==> src/sdp_params.svh <==
// constants for the two-wire dac slave port
`ifndef SDP_PARAMS_SVH
`define SDP_PARAMS_SVH
`define SDP_SLAVE_ADDR   7'h48
`define SDP_CMD_DATA     8'h00
`define SDP_CMD_CFG      8'h01
`define SDP_BYTE_BITS    4'h8
`define SDP_CNT_ZERO     4'h0
`define SDP_CNT_ONE      4'h1
`define SDP_DATA_RST     8'h00
`define SDP_CFG_RST      1'h0
`define SDP_CFG_STBY_BIT 0
`define SDP_CFG_RSVD     7'h00
`define SDP_LINE_IDLE    1'h1
`define SDP_READ_ZERO    8'h00
`define SDP_BIT_CLR      1'h0
`define SDP_RW_BIT       0
`endif

==> src/sdp_pkg.sv <==
// types shared by the two-wire dac slave port
package sdp_pkg;
    typedef enum logic [3:0] {
        SDP_IDLE      = 4'h0,
        SDP_ADDR      = 4'h1,
        SDP_ADDR_ACK  = 4'h2,
        SDP_CMD       = 4'h3,
        SDP_CMD_ACK   = 4'h4,
        SDP_WDATA     = 4'h5,
        SDP_WDATA_ACK = 4'h6,
        SDP_RDATA     = 4'h7,
        SDP_RDATA_ACK = 4'h8,
        SDP_IGNORE    = 4'h9
    } sdp_state_type;
endpackage

==> src/sdp_slave.sv <==
// two-wire slave port with data and configuration registers
// Overview of operation
// - idle until start seen on lines
// - stop ends transfer, back to waiting
// - acknowledge only own seven-bit address
// - eighth address bit one means read
// - device pulls data low on ninth clock
// - receiver holds data low during ack high
// - data changes only while clock low
// - all bytes shifted most significant first
// - device never drives clock, slave only
// - acknowledge each byte written into register
// - command 00h data, 01h configuration
// - lines released while bus idle
// - read after repeated start, master nacks
// - both registers cleared at reset
`timescale 1ns/100ps
`include "sdp_params.svh"

module sdp_slave (
    input  wire logic                  mclk,
    input  wire logic                  rst_b,
    input  wire logic                  scl_in,
    input  wire logic                  sda_in,
    output logic                       sda_out,
    output logic                       sda_oe,
    output logic [7:0]                 conv_value,
    output logic                       standby,
    output sdp_pkg::sdp_state_type     xfer_state
);
    import sdp_pkg::*;

    sdp_state_type state_reg;
    sdp_state_type state_next;
    logic [3:0]    cnt_reg;
    logic [3:0]    cnt_next;
    logic [7:0]    sh_reg;
    logic [7:0]    sh_next;
    logic [7:0]    cmd_reg;
    logic [7:0]    cmd_next;
    logic          rw_reg;
    logic          rw_next;
    logic          mack_reg;
    logic          mack_next;
    logic          oe_reg;
    logic          oe_next;
    logic [7:0]    data_reg;
    logic [7:0]    data_next;
    logic          stby_reg;
    logic          stby_next;
    logic          sda_out_reg;
    wire  [1:0]    pin_in;
    wire  [1:0]    sync_bus;
    wire  [1:0]    prev_bus;
    wire           scl_s;
    wire           sda_s;
    wire           scl_p;
    wire           sda_p;
    wire           scl_rise;
    wire           scl_fall;
    wire           start_det;
    wire           stop_det;
    wire           byte_done;
    wire           addr_hit;
    wire           cmd_ok;
    wire  [7:0]    read_value;

    function automatic logic sdp_reg_valid(input logic [7:0] cmd);
        sdp_reg_valid = (cmd == `SDP_CMD_DATA) || (cmd == `SDP_CMD_CFG);
    endfunction

    assign pin_in = {scl_in, sda_in};

    // lines idle high, so the sync chain resets high too
    genvar g;
    generate
        for (g = 0; g < 2; g++) begin : g_sync
            logic meta_reg;
            logic sync_reg;
            logic prev_reg;
            always_ff @(posedge mclk) begin
                if (!rst_b) begin
                    meta_reg <= `SDP_LINE_IDLE;
                    sync_reg <= `SDP_LINE_IDLE;
                    prev_reg <= `SDP_LINE_IDLE;
                end else begin
                    meta_reg <= pin_in[g];
                    sync_reg <= meta_reg;
                    prev_reg <= sync_reg;
                end
            end
            assign sync_bus[g] = sync_reg;
            assign prev_bus[g] = prev_reg;
        end
    endgenerate

    assign scl_s     = sync_bus[1];
    assign sda_s     = sync_bus[0];
    assign scl_p     = prev_bus[1];
    assign sda_p     = prev_bus[0];
    assign scl_rise  = scl_s & ~scl_p;
    assign scl_fall  = ~scl_s & scl_p;
    assign start_det = scl_s & scl_p & sda_p & ~sda_s;
    assign stop_det  = scl_s & scl_p & ~sda_p & sda_s;
    assign byte_done = (cnt_reg == `SDP_BYTE_BITS);
    assign addr_hit  = (sh_reg[7:1] == `SDP_SLAVE_ADDR);
    assign cmd_ok    = sdp_reg_valid(cmd_reg);
    assign read_value = !sdp_reg_valid(cmd_reg) ? `SDP_READ_ZERO :
                        (cmd_reg == `SDP_CMD_CFG) ?
                        {`SDP_CFG_RSVD, stby_reg} : data_reg;

    always_comb begin
        state_next = state_reg;
        cnt_next   = cnt_reg;
        sh_next    = sh_reg;
        cmd_next   = cmd_reg;
        rw_next    = rw_reg;
        mack_next  = mack_reg;
        oe_next    = oe_reg;
        data_next  = data_reg;
        stby_next  = stby_reg;
        if (stop_det) begin
            state_next = SDP_IDLE;
            oe_next    = 1'b0;
        end else if (start_det) begin
            // start or repeated start opens address
            state_next = SDP_ADDR;
            cnt_next   = `SDP_CNT_ZERO;
            oe_next    = 1'b0;
        end else begin
            case (state_reg)
                SDP_ADDR, SDP_CMD, SDP_WDATA: begin
                    if (scl_rise) begin
                        sh_next  = {sh_reg[6:0], sda_s};
                        cnt_next = cnt_reg + `SDP_CNT_ONE;
                    end else if (scl_fall && byte_done) begin
                        cnt_next = `SDP_CNT_ZERO;
                        if (state_reg == SDP_ADDR) begin
                            if (addr_hit) begin
                                state_next = SDP_ADDR_ACK;
                                oe_next    = 1'b1;
                                rw_next    = sh_reg[`SDP_RW_BIT];
                            end else begin
                                state_next = SDP_IGNORE;
                                oe_next    = 1'b0;
                            end
                        end else if (state_reg == SDP_CMD) begin
                            cmd_next   = sh_reg;
                            state_next = SDP_CMD_ACK;
                            oe_next    = 1'b1;
                        end else if (cmd_ok) begin
                            if (cmd_reg == `SDP_CMD_DATA) begin
                                data_next = sh_reg;
                            end else begin
                                stby_next = sh_reg[`SDP_CFG_STBY_BIT];
                            end
                            state_next = SDP_WDATA_ACK;
                            oe_next    = 1'b1;
                        end else begin
                            state_next = SDP_IGNORE;
                            oe_next    = 1'b0;
                        end
                    end
                end
                SDP_ADDR_ACK: begin
                    if (scl_fall) begin
                        cnt_next = `SDP_CNT_ZERO;
                        // direction bit picks read or write
                        if (rw_reg) begin
                            state_next = SDP_RDATA;
                            sh_next    = read_value;
                            oe_next    = ~read_value[7];
                        end else begin
                            state_next = SDP_CMD;
                            oe_next    = 1'b0;
                        end
                    end
                end
                SDP_CMD_ACK, SDP_WDATA_ACK: begin
                    if (scl_fall) begin
                        state_next = SDP_WDATA;
                        oe_next    = 1'b0;
                        cnt_next   = `SDP_CNT_ZERO;
                    end
                end
                SDP_RDATA: begin
                    if (scl_rise) begin
                        cnt_next = cnt_reg + `SDP_CNT_ONE;
                    end else if (scl_fall) begin
                        if (byte_done) begin
                            state_next = SDP_RDATA_ACK;
                            oe_next    = 1'b0;
                            cnt_next   = `SDP_CNT_ZERO;
                        end else begin
                            // next bit set up on falling clock
                            sh_next = {sh_reg[6:0], 1'b0};
                            oe_next = ~sh_reg[6];
                        end
                    end
                end
                SDP_RDATA_ACK: begin
                    if (scl_rise) begin
                        mack_next = ~sda_s;
                    end else if (scl_fall) begin
                        if (mack_reg) begin
                            state_next = SDP_RDATA;
                            sh_next    = read_value;
                            oe_next    = ~read_value[7];
                        end else begin
                            state_next = SDP_IGNORE;
                        end
                    end
                end
                SDP_IDLE, SDP_IGNORE: begin
                    oe_next = 1'b0;
                end
                default: begin
                    state_next = SDP_IDLE;
                    oe_next    = 1'b0;
                end
            endcase
        end
    end

    always_ff @(posedge mclk) begin
        if (!rst_b) begin
            state_reg   <= SDP_IDLE;
            cnt_reg     <= `SDP_CNT_ZERO;
            sh_reg      <= `SDP_DATA_RST;
            cmd_reg     <= `SDP_CMD_DATA;
            rw_reg      <= `SDP_BIT_CLR;
            mack_reg    <= `SDP_BIT_CLR;
            oe_reg      <= `SDP_BIT_CLR;
            data_reg    <= `SDP_DATA_RST;
            stby_reg    <= `SDP_CFG_RST;
            sda_out_reg <= `SDP_BIT_CLR;
        end else begin
            state_reg   <= state_next;
            cnt_reg     <= cnt_next;
            sh_reg      <= sh_next;
            cmd_reg     <= cmd_next;
            rw_reg      <= rw_next;
            mack_reg    <= mack_next;
            oe_reg      <= oe_next;
            data_reg    <= data_next;
            stby_reg    <= stby_next;
            // open drain: the line is only ever pulled low
            sda_out_reg <= `SDP_BIT_CLR;
        end
    end

    // no clock output; open drain data only
    assign sda_out    = sda_out_reg;
    assign sda_oe     = oe_reg;
    assign conv_value = data_reg;
    assign standby    = stby_reg;
    assign xfer_state = state_reg;

    wire quiet = !start_det && !stop_det;
endmodule

==> config.mk <==
export PLATFORM = sky130hd
export DESIGN_NAME = sdp_slave
export DESIGN_NICKNAME = d
export VERILOG_FILES = /design/src/sdp_pkg.sv /design/src/sdp_slave.sv
export VERILOG_INCLUDE_DIRS = /design/src
export SDC_FILE = /design/constraint.sdc
export NUM_CORES = 1
export LEC_CHECK = 0
export BUFFER_PORTS_ARGS = -buffer_cell sky130_fd_sc_hd__buf_4
export CELL_PAD_IN_SITES_DETAIL_PLACEMENT = 1
export CELL_PAD_IN_SITES_GLOBAL_PLACEMENT = 2
export CORE_AREA = 4 4 86 88
export CTS_BUF_LIST = sky130_fd_sc_hd__clkbuf_4 sky130_fd_sc_hd__clkbuf_8
export CTS_CLUSTER_DIAMETER = 80
export DETAILED_ROUTE_END_ITERATION = 12
export DIE_AREA = 0 0 90 92
export PLACE_DENSITY_LB_ADDON = 0.1
export SLEW_MARGIN = 25
export SYNTH_ARGS = -nofsm -noshare
export SYNTH_HDL_FRONTEND = slang
export SYNTH_SLANG_ARGS = --single-unit
export TNS_END_PERCENT = 20
==> constraint.sdc <==
create_clock -name mclk -period 3 [get_ports mclk]
set_input_delay 0.15 -clock mclk [delete_from_list [all_inputs] [get_ports mclk]]
set_output_delay 0.15 -clock mclk [all_outputs]
set_load 0.05 [all_outputs]
# Word level (Yosys, flattened, before mapping)
# Cells that the tools add are included.
word_totals:
  register_bits: 42
  in_bits: 4
  output_inout_bits: 15
  word_cells: 152
classes:
  add_sub_neg: 1
  n_eq_ne: 39
  muxes: 53
  n_bitwise: 21
  reduce_logical: 22
op_table:
  columns: ["op", "count"]
  rows:
  - ["two-way mux 8 bit", 11]
  - ["two-way mux 4 bit", 21]
  - ["one-hot mux 8 bit (4 select lines)", 1]
  - ["!= test 2 bit, second input constant", 14]
  - ["!= test 3 bit, second input constant", 9]
  - ["AND reduction 9 bit", 3]
  - ["one-hot mux 4 bit (6 select lines)", 1]
  - ["AND reduction 10 bit", 2]
  - ["== test 4 x 3 -> 1 bit, second input constant", 4]
  - ["two-way mux 1 bit", 16]
  - ["NOT 1 bit", 14]
  - ["AND reduction 7 bit", 2]
  - ["== test 4 bit, second input constant", 3]
  - ["!= test 4 bit, second input constant", 3]
  - ["one-hot mux 4 bit (3 select lines)", 1]
  - ["AND reduction 12 bit", 1]
  - ["OR reduction 3 bit", 3]
  - ["== test 4 x 2 -> 1 bit, second input constant", 2]
  - ["== test 8 x 1 -> 1 bit, second input constant", 1]
  - ["logical NOT 8 bit", 1]
  - ["nonzero test 4 bit", 2]
  - ["bitwise AND 1 bit", 7]
  - ["== test 7 bit, second input constant", 1]
  - ["AND reduction 6 bit", 1]
  - ["10 further kinds", 12]

# Logic depth before layout (Yosys ltp)
# Gate-level depths: netlist of run 1.
depth:
  ltp_word: 9
  ltp_mapped: 8
  depth_no_buf: 7

# Worst setup path after synthesis of run 1
# OpenSTA, ideal clock, no wires.
synth_path:
  kind: "register to register"
  startpoint: "reg state_reg[3], in the netlist xfer_state[3]"
  endpoint: "reg state_reg[0], in the netlist xfer_state[0]"
  setup_ns: 0.118
  t_arrival_ns: 1.953
  required_ns: 2.882
  setup_slack_ns: 0.930
  stages_incl_launch_ff: 6
  n_path_buf: 1
  synth_period_minus_slack_ns: 2.070
  cell_sequence: "dfxtp_1 buf_2 or4b_4 o211ai_1 a31oi_2 o2111a_1"
synth_via:
  elab_chain_cells: 7
  elab_cells_between_ends: 30
  classes_between: "eq/ne: 19; mux: 6; reduce/logical: 5"
synth_rtl:
  columns: ["item", "line", "source"]
  rows:
  - ["from (decl)", "sdp_slave.sv:33", "sdp_state_type state_reg;"]
  - ["from (signal assigned)", "sdp_slave.sv:238", "state_reg <= state_next;"]
  - ["== test 4 x 2 -> 1 bit", "sdp_slave.sv:131, sdp_slave.sv:147", null]
  - ["two-way mux 4 bit", "sdp_slave.sv:147", "end else if (state_reg == SDP_CMD) begin"]
  - ["two-way mux 4 bit", "sdp_slave.sv:138", "if (state_reg == SDP_ADDR) begin"]
  - ["two-way mux 4 bit", "sdp_slave.sv:136", "end else if (scl_fall && byte_done) begin"]
  - ["two-way mux 4 bit", "sdp_slave.sv:133", "if (scl_rise) begin"]
  - ["one-hot mux 4 bit (6 select lines)", "sdp_slave.sv:131", "case (state_reg)"]
  - ["two-way mux 1 bit", "sdp_slave.sv:125", "end else if (start_det) begin"]
# Several ways; a longest one is shown, not always the timed one. The select of a mux whose other input is x is not followed.
# A chain may end at the register's enable or synchronous reset.

# Worst setup path after layout of run 1
layout_path:
  startpoint: "reg state_reg[2], in the netlist xfer_state[2]"
  endpoint: "reg sh_reg[0]"
layout_via:
  elab_chain_cells: 4
  elab_cells_between_ends: 19
  classes_between: "eq/ne: 15; mux: 1; reduce/logical: 3"
layout_rtl:
  columns: ["item", "line", "source"]
  rows:
  - ["== test 4 x 1 -> 1 bit, or another cell as far along", "sdp_slave.sv:131", null]
  - ["OR reduction 3 bit", "sdp_slave.sv:131", null]
  - ["nonzero test 4 bit (no line) or != test 2 bit (tied branches)", null, null]
  - ["AND reduction 12 bit (no line)", null, null]
  - ["to (signal assigned)", "sdp_slave.sv:229", "sh_reg <= `SDP_DATA_RST;"]
  - ["to (signal assigned)", "sdp_slave.sv:240", "sh_reg <= sh_next;"]
  - ["to (decl)", "sdp_slave.sv:37", "logic [7:0] sh_reg;"]
# Several ways; a longest one is shown, not always the timed one.

==> results.txt, run 1 <==
The run finished with clean final reports. The number of clock buffers inserted by TritonCTS is 5. The maximum VDD drop is 0.268 mV, and the average routed wire per standard cell is 17.7 µm. The clock arrives with 0.00582 ns of skew.

The global route total overflow came out at 0. The total iterations of the first detailed-routing run was 4. Data on the critical path arrives at its endpoint at 2.37 ns. The instance count of the mapped netlist came out at 266.

The final layout contains 288 nets. The logs give 0 for the final max-slew violation count and 3.21 ns for the required time reported for the critical path endpoint. The power density of the placed cells was 755 nW/µm². In this run the worst hold path is classified as primary input to flip-flop. The die is 92 µm tall. The tree built by TritonCTS fans out to 42 sinks. The post-CTS setup buffer count is 0, and the proportion of register bits with asynchronous set or reset after synthesis is 0. The clock tree synthesis step divided the H-tree into 2 levels.

For the pin with the worst max-slew slack, the measured transition is 0.744 ns. The overall routing resource usage came out at 0.160. The placed wire-length estimate was 4420 µm. The iteration-0 DRC count of the detailed router was 110; the number of buffers inserted by hold repair at cts was 0. The most common flop cell mapped by yosys was sky130_fd_sc_hd__dfxtp_1.

The synthesized design contains 42 register bits. The area overhead of the layout relative to synthesis is 11.0%, and the number of port buffers is 17. The logs give 0.349 for the part of the Yosys area used for sequential elements and 50 for the largest net degree at the start of global routing.

For this design the static power due to leakage is 1.03 nW. Once detail routing completed, the nets flagged for antenna violations numbered 0. The tools report the global-route wire length before repair as 10700 µm. For the via count of the first global-routing pass, the log shows 2036. The post-cts repair resize count is 0. The relative slew slack was 0.502; the post-synthesis cell area was 2410 µm². In the routed layout, each cell is associated on average with a via count of 5.48. Buffer levels on the longest clock path: 2. The logs give 0.363 for the initial cell density of the core and 0 for the number of remaining DRC errors.

For this run, the top clock speed supported by timing is 461 MHz. The routed layout has 1972 vias. The clock period could shrink to 2.17 ns. The most common library cell in the layout ignoring fill and taps is sky130_fd_sc_hd__dfxtp_1.

Yosys printed 0 warnings. At the later pin of the worst-skew pair, clock insertion delay measures 0.31 ns. Setup repair after global routing left no endpoint under its margin. In this run the core area contains 30 standard-cell rows.

The number of different library cells used by synthesis comes to 60. The number of endpoints failing setup at the final stage was 0. Leaving out fill and tap cells, the most frequent cells in the layout are sky130_fd_sc_hd__dfxtp_1, sky130_fd_sc_hd__nand2_1, sky130_fd_sc_hd__mux2i_1. Synthesis produced a netlist with a net count of 275. The number of flops mapped to enable cells by yosys came out at 0. The final wirelength is 6360 µm, and the die extent in x is 90 µm.

STA classifies the critical path startpoint as a flip-flop. A synthesized cell averages 9.05 µm². The endpoint type of the worst setup path was a flip-flop. The total area inside the core boundary comes to 6640 µm².

The antenna diode count was 0; the share of final-layout standard cells stronger than drive strength 1 was 0.150. The die covers 8280 µm². For the count of final hold-check violations, the log shows 0. In this run the worst path has a maximum fanout of 18. The tools report the number of antenna violations at the first check in global routing as 0. Category of the most critical setup path: flip-flop to flip-flop. The tree is rooted in a sky130_fd_sc_hd__clkbuf_8.

For this design the top-level I/O count stands at 19. After clock tree synthesis, the clock-pin slew on the worst setup and hold paths is 0.09 ns. The period utilization came out at 0.722. TritonCTS built the clock tree.

The tools report the total power of the final layout as 2.02 mW. Across the run, the number of max-cap violations was 0. Routability-driven placement finished with a final weighted congestion of 0.724. The final sum of negative setup slack is 0 ns.
## cell families after synthesis
group,synth area share
AO/OA/AOI/OAI,0.175
XOR/XNOR,0.0177
adder cells (fa/ha/maj),0.0260
buffers and inverters,0.0452
flip-flops,0.349
multiplexers,0.117
other,0.00156
AND/OR/NAND/NOR,0.269
## worst max-delay path, cell delays in order, from the launching register on
cell and delay, ns:
sky130_fd_sc_hd__dfxtp_1 0.52, sky130_fd_sc_hd__nor2_1 0.68, sky130_fd_sc_hd__nand2_1 0.37, sky130_fd_sc_hd__and3_1 0.29, sky130_fd_sc_hd__o21ai_1 0.12, sky130_fd_sc_hd__mux2i_1 0.07
## final timing paths
kind | cells past startpoint | end | slack [ns] | startpoint
worst min-delay path | 2 | g_sync[1].meta_reg | 0.01 | scl_in
worst max register to register | 5 | sh_reg[0] | 0.83 | xfer_state[2]
worst max-delay path | 5 | sh_reg[0] | 0.83 | xfer_state[2]
worst min register to register | 1 | g_sync[1].sync_reg | 0.41 | g_sync[1].meta_reg
## metal layers
metal / global-route usage / share of wire / vias to the layer above
li1: - / - / 985
met1: 0.224 / 0.52 / 955
met2: 0.244 / 0.44 / 26
met3: 0.0328 / 0.028 / 6
met4: 0.0561 / 0.014 / 0
met5: 0 / 0 / -
## cell type report
class | count | area, µm²
repair buffers | 20 | 150
flip-flops and latches | 42 | 841
clock buffers | 5 | 68.8
well taps | 80 | 100
multi-input cells | 201 | 1460
fillers | 805 | 3970
inverters | 9 | 33.8
clock inverters | 3 | 21.3
## Yosys cell counts, drive strengths merged (2+ instances only)
| cell type | instances | share of area |
|---|---|---|
| dfxtp | 42 | 0.35 |
| nand2 | 28 | 0.044 |
| mux2i | 27 | 0.11 |
| nor2b | 24 | 0.062 |
| nand3 | 16 | 0.037 |
| buf | 10 | 0.025 |
| inv | 9 | 0.014 |
| o2bb2ai | 9 | 0.033 |
| a21oi | 8 | 0.017 |
| nand2b | 7 | 0.018 |
| nor2 | 7 | 0.011 |
| a31oi | 5 | 0.016 |
| ha | 5 | 0.026 |
| o21ai | 5 | 0.010 |
| clkbuf | 4 | 0.0062 |
| nor3 | 4 | 0.0083 |
| o211ai | 4 | 0.012 |
| a211oi | 3 | 0.011 |
| nand3b | 3 | 0.0093 |
| nand4 | 3 | 0.014 |
| nor3b | 3 | 0.011 |
| nor4 | 3 | 0.010 |
| a21boi | 2 | 0.0062 |
| a41oi | 2 | 0.0073 |
| and2 | 2 | 0.0052 |
| and3b | 2 | 0.0073 |
| nor4b | 2 | 0.0073 |
| o211a | 2 | 0.0083 |
| o21a | 2 | 0.0062 |
| o31ai | 2 | 0.0062 |
| xnor2 | 2 | 0.0073 |
| xor2 | 2 | 0.010 |
## power breakdown
group / switching (mW) / internal, mW / total, mW / leakage (nW)
clock: 0.228 / 0.164 / 0.392 / 0.0441
combinational: 0.545 / 0.341 / 0.886 / 0.651
sequential: 0.145 / 0.595 / 0.740 / 0.340
## per-stage QoR
| stage | instances | hold WS [ns] | instance area [µm²] | utilization | setup WS [ns] |
|---|---|---|---|---|---|
| 2_1_floorplan | 266 | 0.251 | 2410 | - | 0.930 |
| 3_3_place_gp | 352 | 0.332 | 2580 | 0.389 | 0.860 |
| 3_5_place_dp | 352 | 0.338 | 2580 | 0.389 | 0.857 |
| 4_1_cts | 360 | 0.0132 | 2670 | 0.402 | 0.842 |
| 5_1_grt | 360 | 0.0115 | 2670 | 0.402 | 0.623 |
| 6_report | 360 | 0.0138 | 2670 | 0.402 | 0.833 |
Power figures use the tool's default switching activity.
==> run 2: changes to the inputs <==
--- a/config.mk
+++ b/config.mk
@@ -9,11 +9,11 @@
 export BUFFER_PORTS_ARGS = -buffer_cell sky130_fd_sc_hd__buf_4
 export CELL_PAD_IN_SITES_DETAIL_PLACEMENT = 1
 export CELL_PAD_IN_SITES_GLOBAL_PLACEMENT = 2
-export CORE_AREA = 4 4 86 88
+export CORE_AREA = 4 4 88 90
 export CTS_BUF_LIST = sky130_fd_sc_hd__clkbuf_4 sky130_fd_sc_hd__clkbuf_8
 export CTS_CLUSTER_DIAMETER = 80
 export DETAILED_ROUTE_END_ITERATION = 12
-export DIE_AREA = 0 0 90 92
+export DIE_AREA = 0 0 92 94
 export PLACE_DENSITY_LB_ADDON = 0.1
 export SLEW_MARGIN = 25
 export SYNTH_ARGS = -nofsm -noshare
==> constraint.sdc (replaced) <==
create_clock -name mclk -period 1.8 [get_ports mclk]
set_input_delay 0.09 -clock mclk [delete_from_list [all_inputs] [get_ports mclk]]
set_output_delay 0.09 -clock mclk [all_outputs]
set_load 0.05 [all_outputs]
==> run 2 against run 1 <==
  * Non-clock buffer count grew 46
  * Final area grew 18%
  * Sequential cell count is the same
  * Utilization grew 4.4 points
  * Power grew 88%
  * Worst setup slack lost 0.80 ns
  * Register-to-register slack lost 0.80 ns
  * Largest power group unchanged
  * Highest routed layer unchanged
==> results.txt, run 2 (synthesis results as in run 1) <==
The global-route wire length before repair came out at 11400 µm (was 10700 µm). Power density of the placed cells: 1210 nW/µm² (was 755 nW/µm²). The run finished with clean final reports. The number of remaining DRC errors was 0 (unchanged). The run gives 0 (unchanged) as the count of final hold-check violations.

The final wirelength is 6910 µm (was 6360 µm). The largest net degree at the start of global routing was 33 (was 50). The overall routing resource usage was 0.166 (was 0.160); the buffer levels on the longest clock path was 2 (unchanged). The run gives 1.27 nW (was 1.03 nW) as the standby leakage power.

The placer's final routability congestion estimate is 0.777 (was 0.724), and the clock period minus final worst setup slack is 1.77 ns (was 2.17 ns). The switching share of total power was 0.437 (was 0.455). Cell type of the slowest stage on the worst timing path: sky130_fd_sc_hd__or4b_4 (was sky130_fd_sc_hd__nor2_1). The average routed wire per standard cell is 16.2 µm (was 17.7 µm).

The period utilization was 0.983 (was 0.722); the relative contribution of combinational cells to total power was 0.524 (was 0.439). The clock network fraction of design power is 0.164 (was 0.194). Ordered cell list for the critical path: or4b_4 -> o211ai_1 -> a31oi_4 -> o2111a_1 (was nor2_1 -> nand2_1 -> and3_1 -> o21ai_1 -> mux2i_1).

The setup slack at placement is -0.0806 ns (was 0.857 ns). The top cell family by delay on the critical path is compound AO/OA/AOI/OAI gates (was simple AND/OR/NAND/NOR gates). The initial cell density of the core came out at 0.341 (was 0.363). The tools report the reported max-cap violation count as 0 (unchanged). The total iterations of the first detailed-routing run is 4 (unchanged), and the final instance count without filler cells is 425 (was 360). For the antenna diode count, the log shows 0 (unchanged). The run gives 5070 µm (was 4420 µm) as the placed wire-length estimate.

The hold-critical path depth is 2 (unchanged), and the final net count is 334 (was 288). The clock transition at the registers of the reported paths came out at 0.08 ns (was 0.09 ns). The via count of the first global-routing pass is 2212 (was 2036). Critical path startpoint category: a flip-flop (unchanged).

Average via count per standard cell: 5.09 (was 5.48). The tools report the clock latency at the later pin of the worst-skew pair as 0.30 ns (was 0.31 ns). Area overhead of the layout relative to synthesis: 31.0% (was 11.0%). The biggest cell delay along the critical path was 0.59 ns (was 0.68 ns). The tools report the endpoint type of the worst setup path as a flip-flop (unchanged).

Worst hold-check path type: primary input to flip-flop (unchanged). The tools report the hold path startpoint as rst_b (was scl_in). TritonCTS built the clock tree. The buffering stage count on the worst path with inverters included is 0 (unchanged), and the transition time at the pin with the least slew margin is 0.507 ns (was 0.744 ns).

The placeable core region is 7060 µm² (was 6640 µm²), and the internal power is 2.14 mW (was 1.10 mW). The category of the most critical setup path is flip-flop to flip-flop (unchanged). The iteration-0 DRC count of the detailed router is 82 (was 110), and the H-tree depth is 2 (unchanged). The share of final-layout standard cells stronger than drive strength 1 was 0.325 (was 0.150). The TritonCTS sink count is 42 (unchanged). The final worst-path setup slack was 0.0307 ns (was 0.833 ns); the final antenna-violating net count was 0 (unchanged). For the number of endpoints failing setup at the final stage, the log shows 0 (unchanged). The clock root buffer is sky130_fd_sc_hd__clkbuf_8 (unchanged).

Setup repair after global routing could not meet its margin everywhere. The full die area is 8650 µm² (was 8280 µm²), and the peak clock frequency supported by timing is 565 MHz (was 461 MHz). The signal arrival time at the worst endpoint was 1.96 ns (was 2.37 ns).

For the number of antenna violations at the first check in global routing, the log shows 0 (unchanged). The die height is 94 µm (was 92 µm). Number of port buffers: 17 (unchanged). The run gives 2920 µm² (was 2580 µm²) as the post-detailed-placement cell area. The summed area of non-filler cells in the final layout was 3150 µm² (was 2670 µm²). The biggest fanout along the worst timing path was 13 (was 18); the setup skew after layout was 0.00611 ns (was 0.00582 ns). Commonest cells after routing, fill and taps aside: sky130_fd_sc_hd__buf_4, sky130_fd_sc_hd__dfxtp_1, sky130_fd_sc_hd__nand2_1 (was sky130_fd_sc_hd__dfxtp_1, sky130_fd_sc_hd__nand2_1, sky130_fd_sc_hd__mux2i_1). The sequential power share is 0.312 (was 0.367), and the total power of the final layout is 3.81 mW (was 2.02 mW). For the count of vias placed by the detailed router, the log shows 2163 (was 1972). The final sum of negative setup slack is 0 ns (unchanged), and the final max-slew violation count is 0 (unchanged). Most common library cell in the layout ignoring fill and taps: sky130_fd_sc_hd__buf_4 (was sky130_fd_sc_hd__dfxtp_1). The die extent in x is 92 µm (was 90 µm).

The critical path depth is 4 (was 5). The number of clock buffers inserted by TritonCTS is 5 (unchanged), and the maximum VDD drop is 0.400 mV (was 0.268 mV). The global route total overflow is 0 (unchanged). Number of cells in the design after placement: 410 (was 352).

Launch point of the critical path: xfer_state[0] (was xfer_state[2]). The required time reported for the critical path endpoint was 1.99 ns (was 3.21 ns). The relative slew slack was 0.658 (was 0.502); the switching power summed over all nets was 1.66 mW (was 0.919 mW). The number of ports placed on the die boundary was 19 (unchanged). The placement row count is 31 (was 30), and the number of cells on the worst reg-to-reg path is 4 (was 5). The worst reg2reg path startpoint was xfer_state[0] (was xfer_state[2]).
==> run 2: cell types whose count changed in the layout (fill, tap and decap cells not counted), sizes merged <==
cell         before  now
buf              20   64
clkinvlp          1    0
dlygate4sd3       0    2
inv               9   10
==> run 2: layout make-up <==
type / instances / area [µm²]
fill: 861 / 3910
multi-input combinational: 201 / 1520
sequential: 42 / 856
timing repair buffer: 66 / 529
tap: 99 / 124
clock buffer: 5 / 68.8
inverter: 9 / 33.8
clock inverter: 3 / 18.8
==> run 2: worst register-to-register path, stage by stage, from the launching register on <==
cell                       delay, ns
sky130_fd_sc_hd__dfxtp_2        0.42
sky130_fd_sc_hd__or4b_4         0.59
sky130_fd_sc_hd__o211ai_1       0.18
sky130_fd_sc_hd__a31oi_4        0.19
sky130_fd_sc_hd__o2111a_1       0.28
==> run 2: repair_timing <==
item	4_1_cts	5_1_grt
pin swaps	1	8
setup endpoints to repair	27	30
gates resized for setup	8	18
hold buffers	2	0
buffers inserted	2	3
endpoints found under the hold margin	2	0
==> run 2: power groups by stage <==
stage | combinational (mW) | clock [mW] | sequential [mW]
after detailed placement | 1.90 | 0 | 1.20
after global placement | 1.89 | 0 | 1.20
after CTS | 1.92 | 0.656 | 1.18
after floorplan | 1.18 | 0 | 1.24
after global routing | 2.14 | 0.697 | 1.21
final | 2.00 | 0.624 | 1.19
==> run 2: final timing paths <==
| kind | slack, ns | end |
|---|---|---|
| setup reg to reg | 0.03 | xfer_state[0] |
| hold reg to reg | 0.41 | g_sync[1].sync_reg |
| hold / removal | 0.15 | g_sync[0].prev_reg |
| setup / recovery | 0.03 | xfer_state[0] |
==> run 2: through the flow <==
stage                     hold WS (ns)   util
final                            0.155  0.447
after global routing             0.155  0.447
after CTS                        0.142  0.434
after detailed placement         0.278  0.414
after global placement           0.272  0.414
after floorplan                  0.191      -
==> run 2: layer usage <==
metal	vias up	GRT usage	routed length [µm]
li1	1082	-	-
met3	10	0.0321	240
met1	1037	0.232	3510
met4	0	0.0495	94
met5	-	0	0
met2	34	0.259	3060
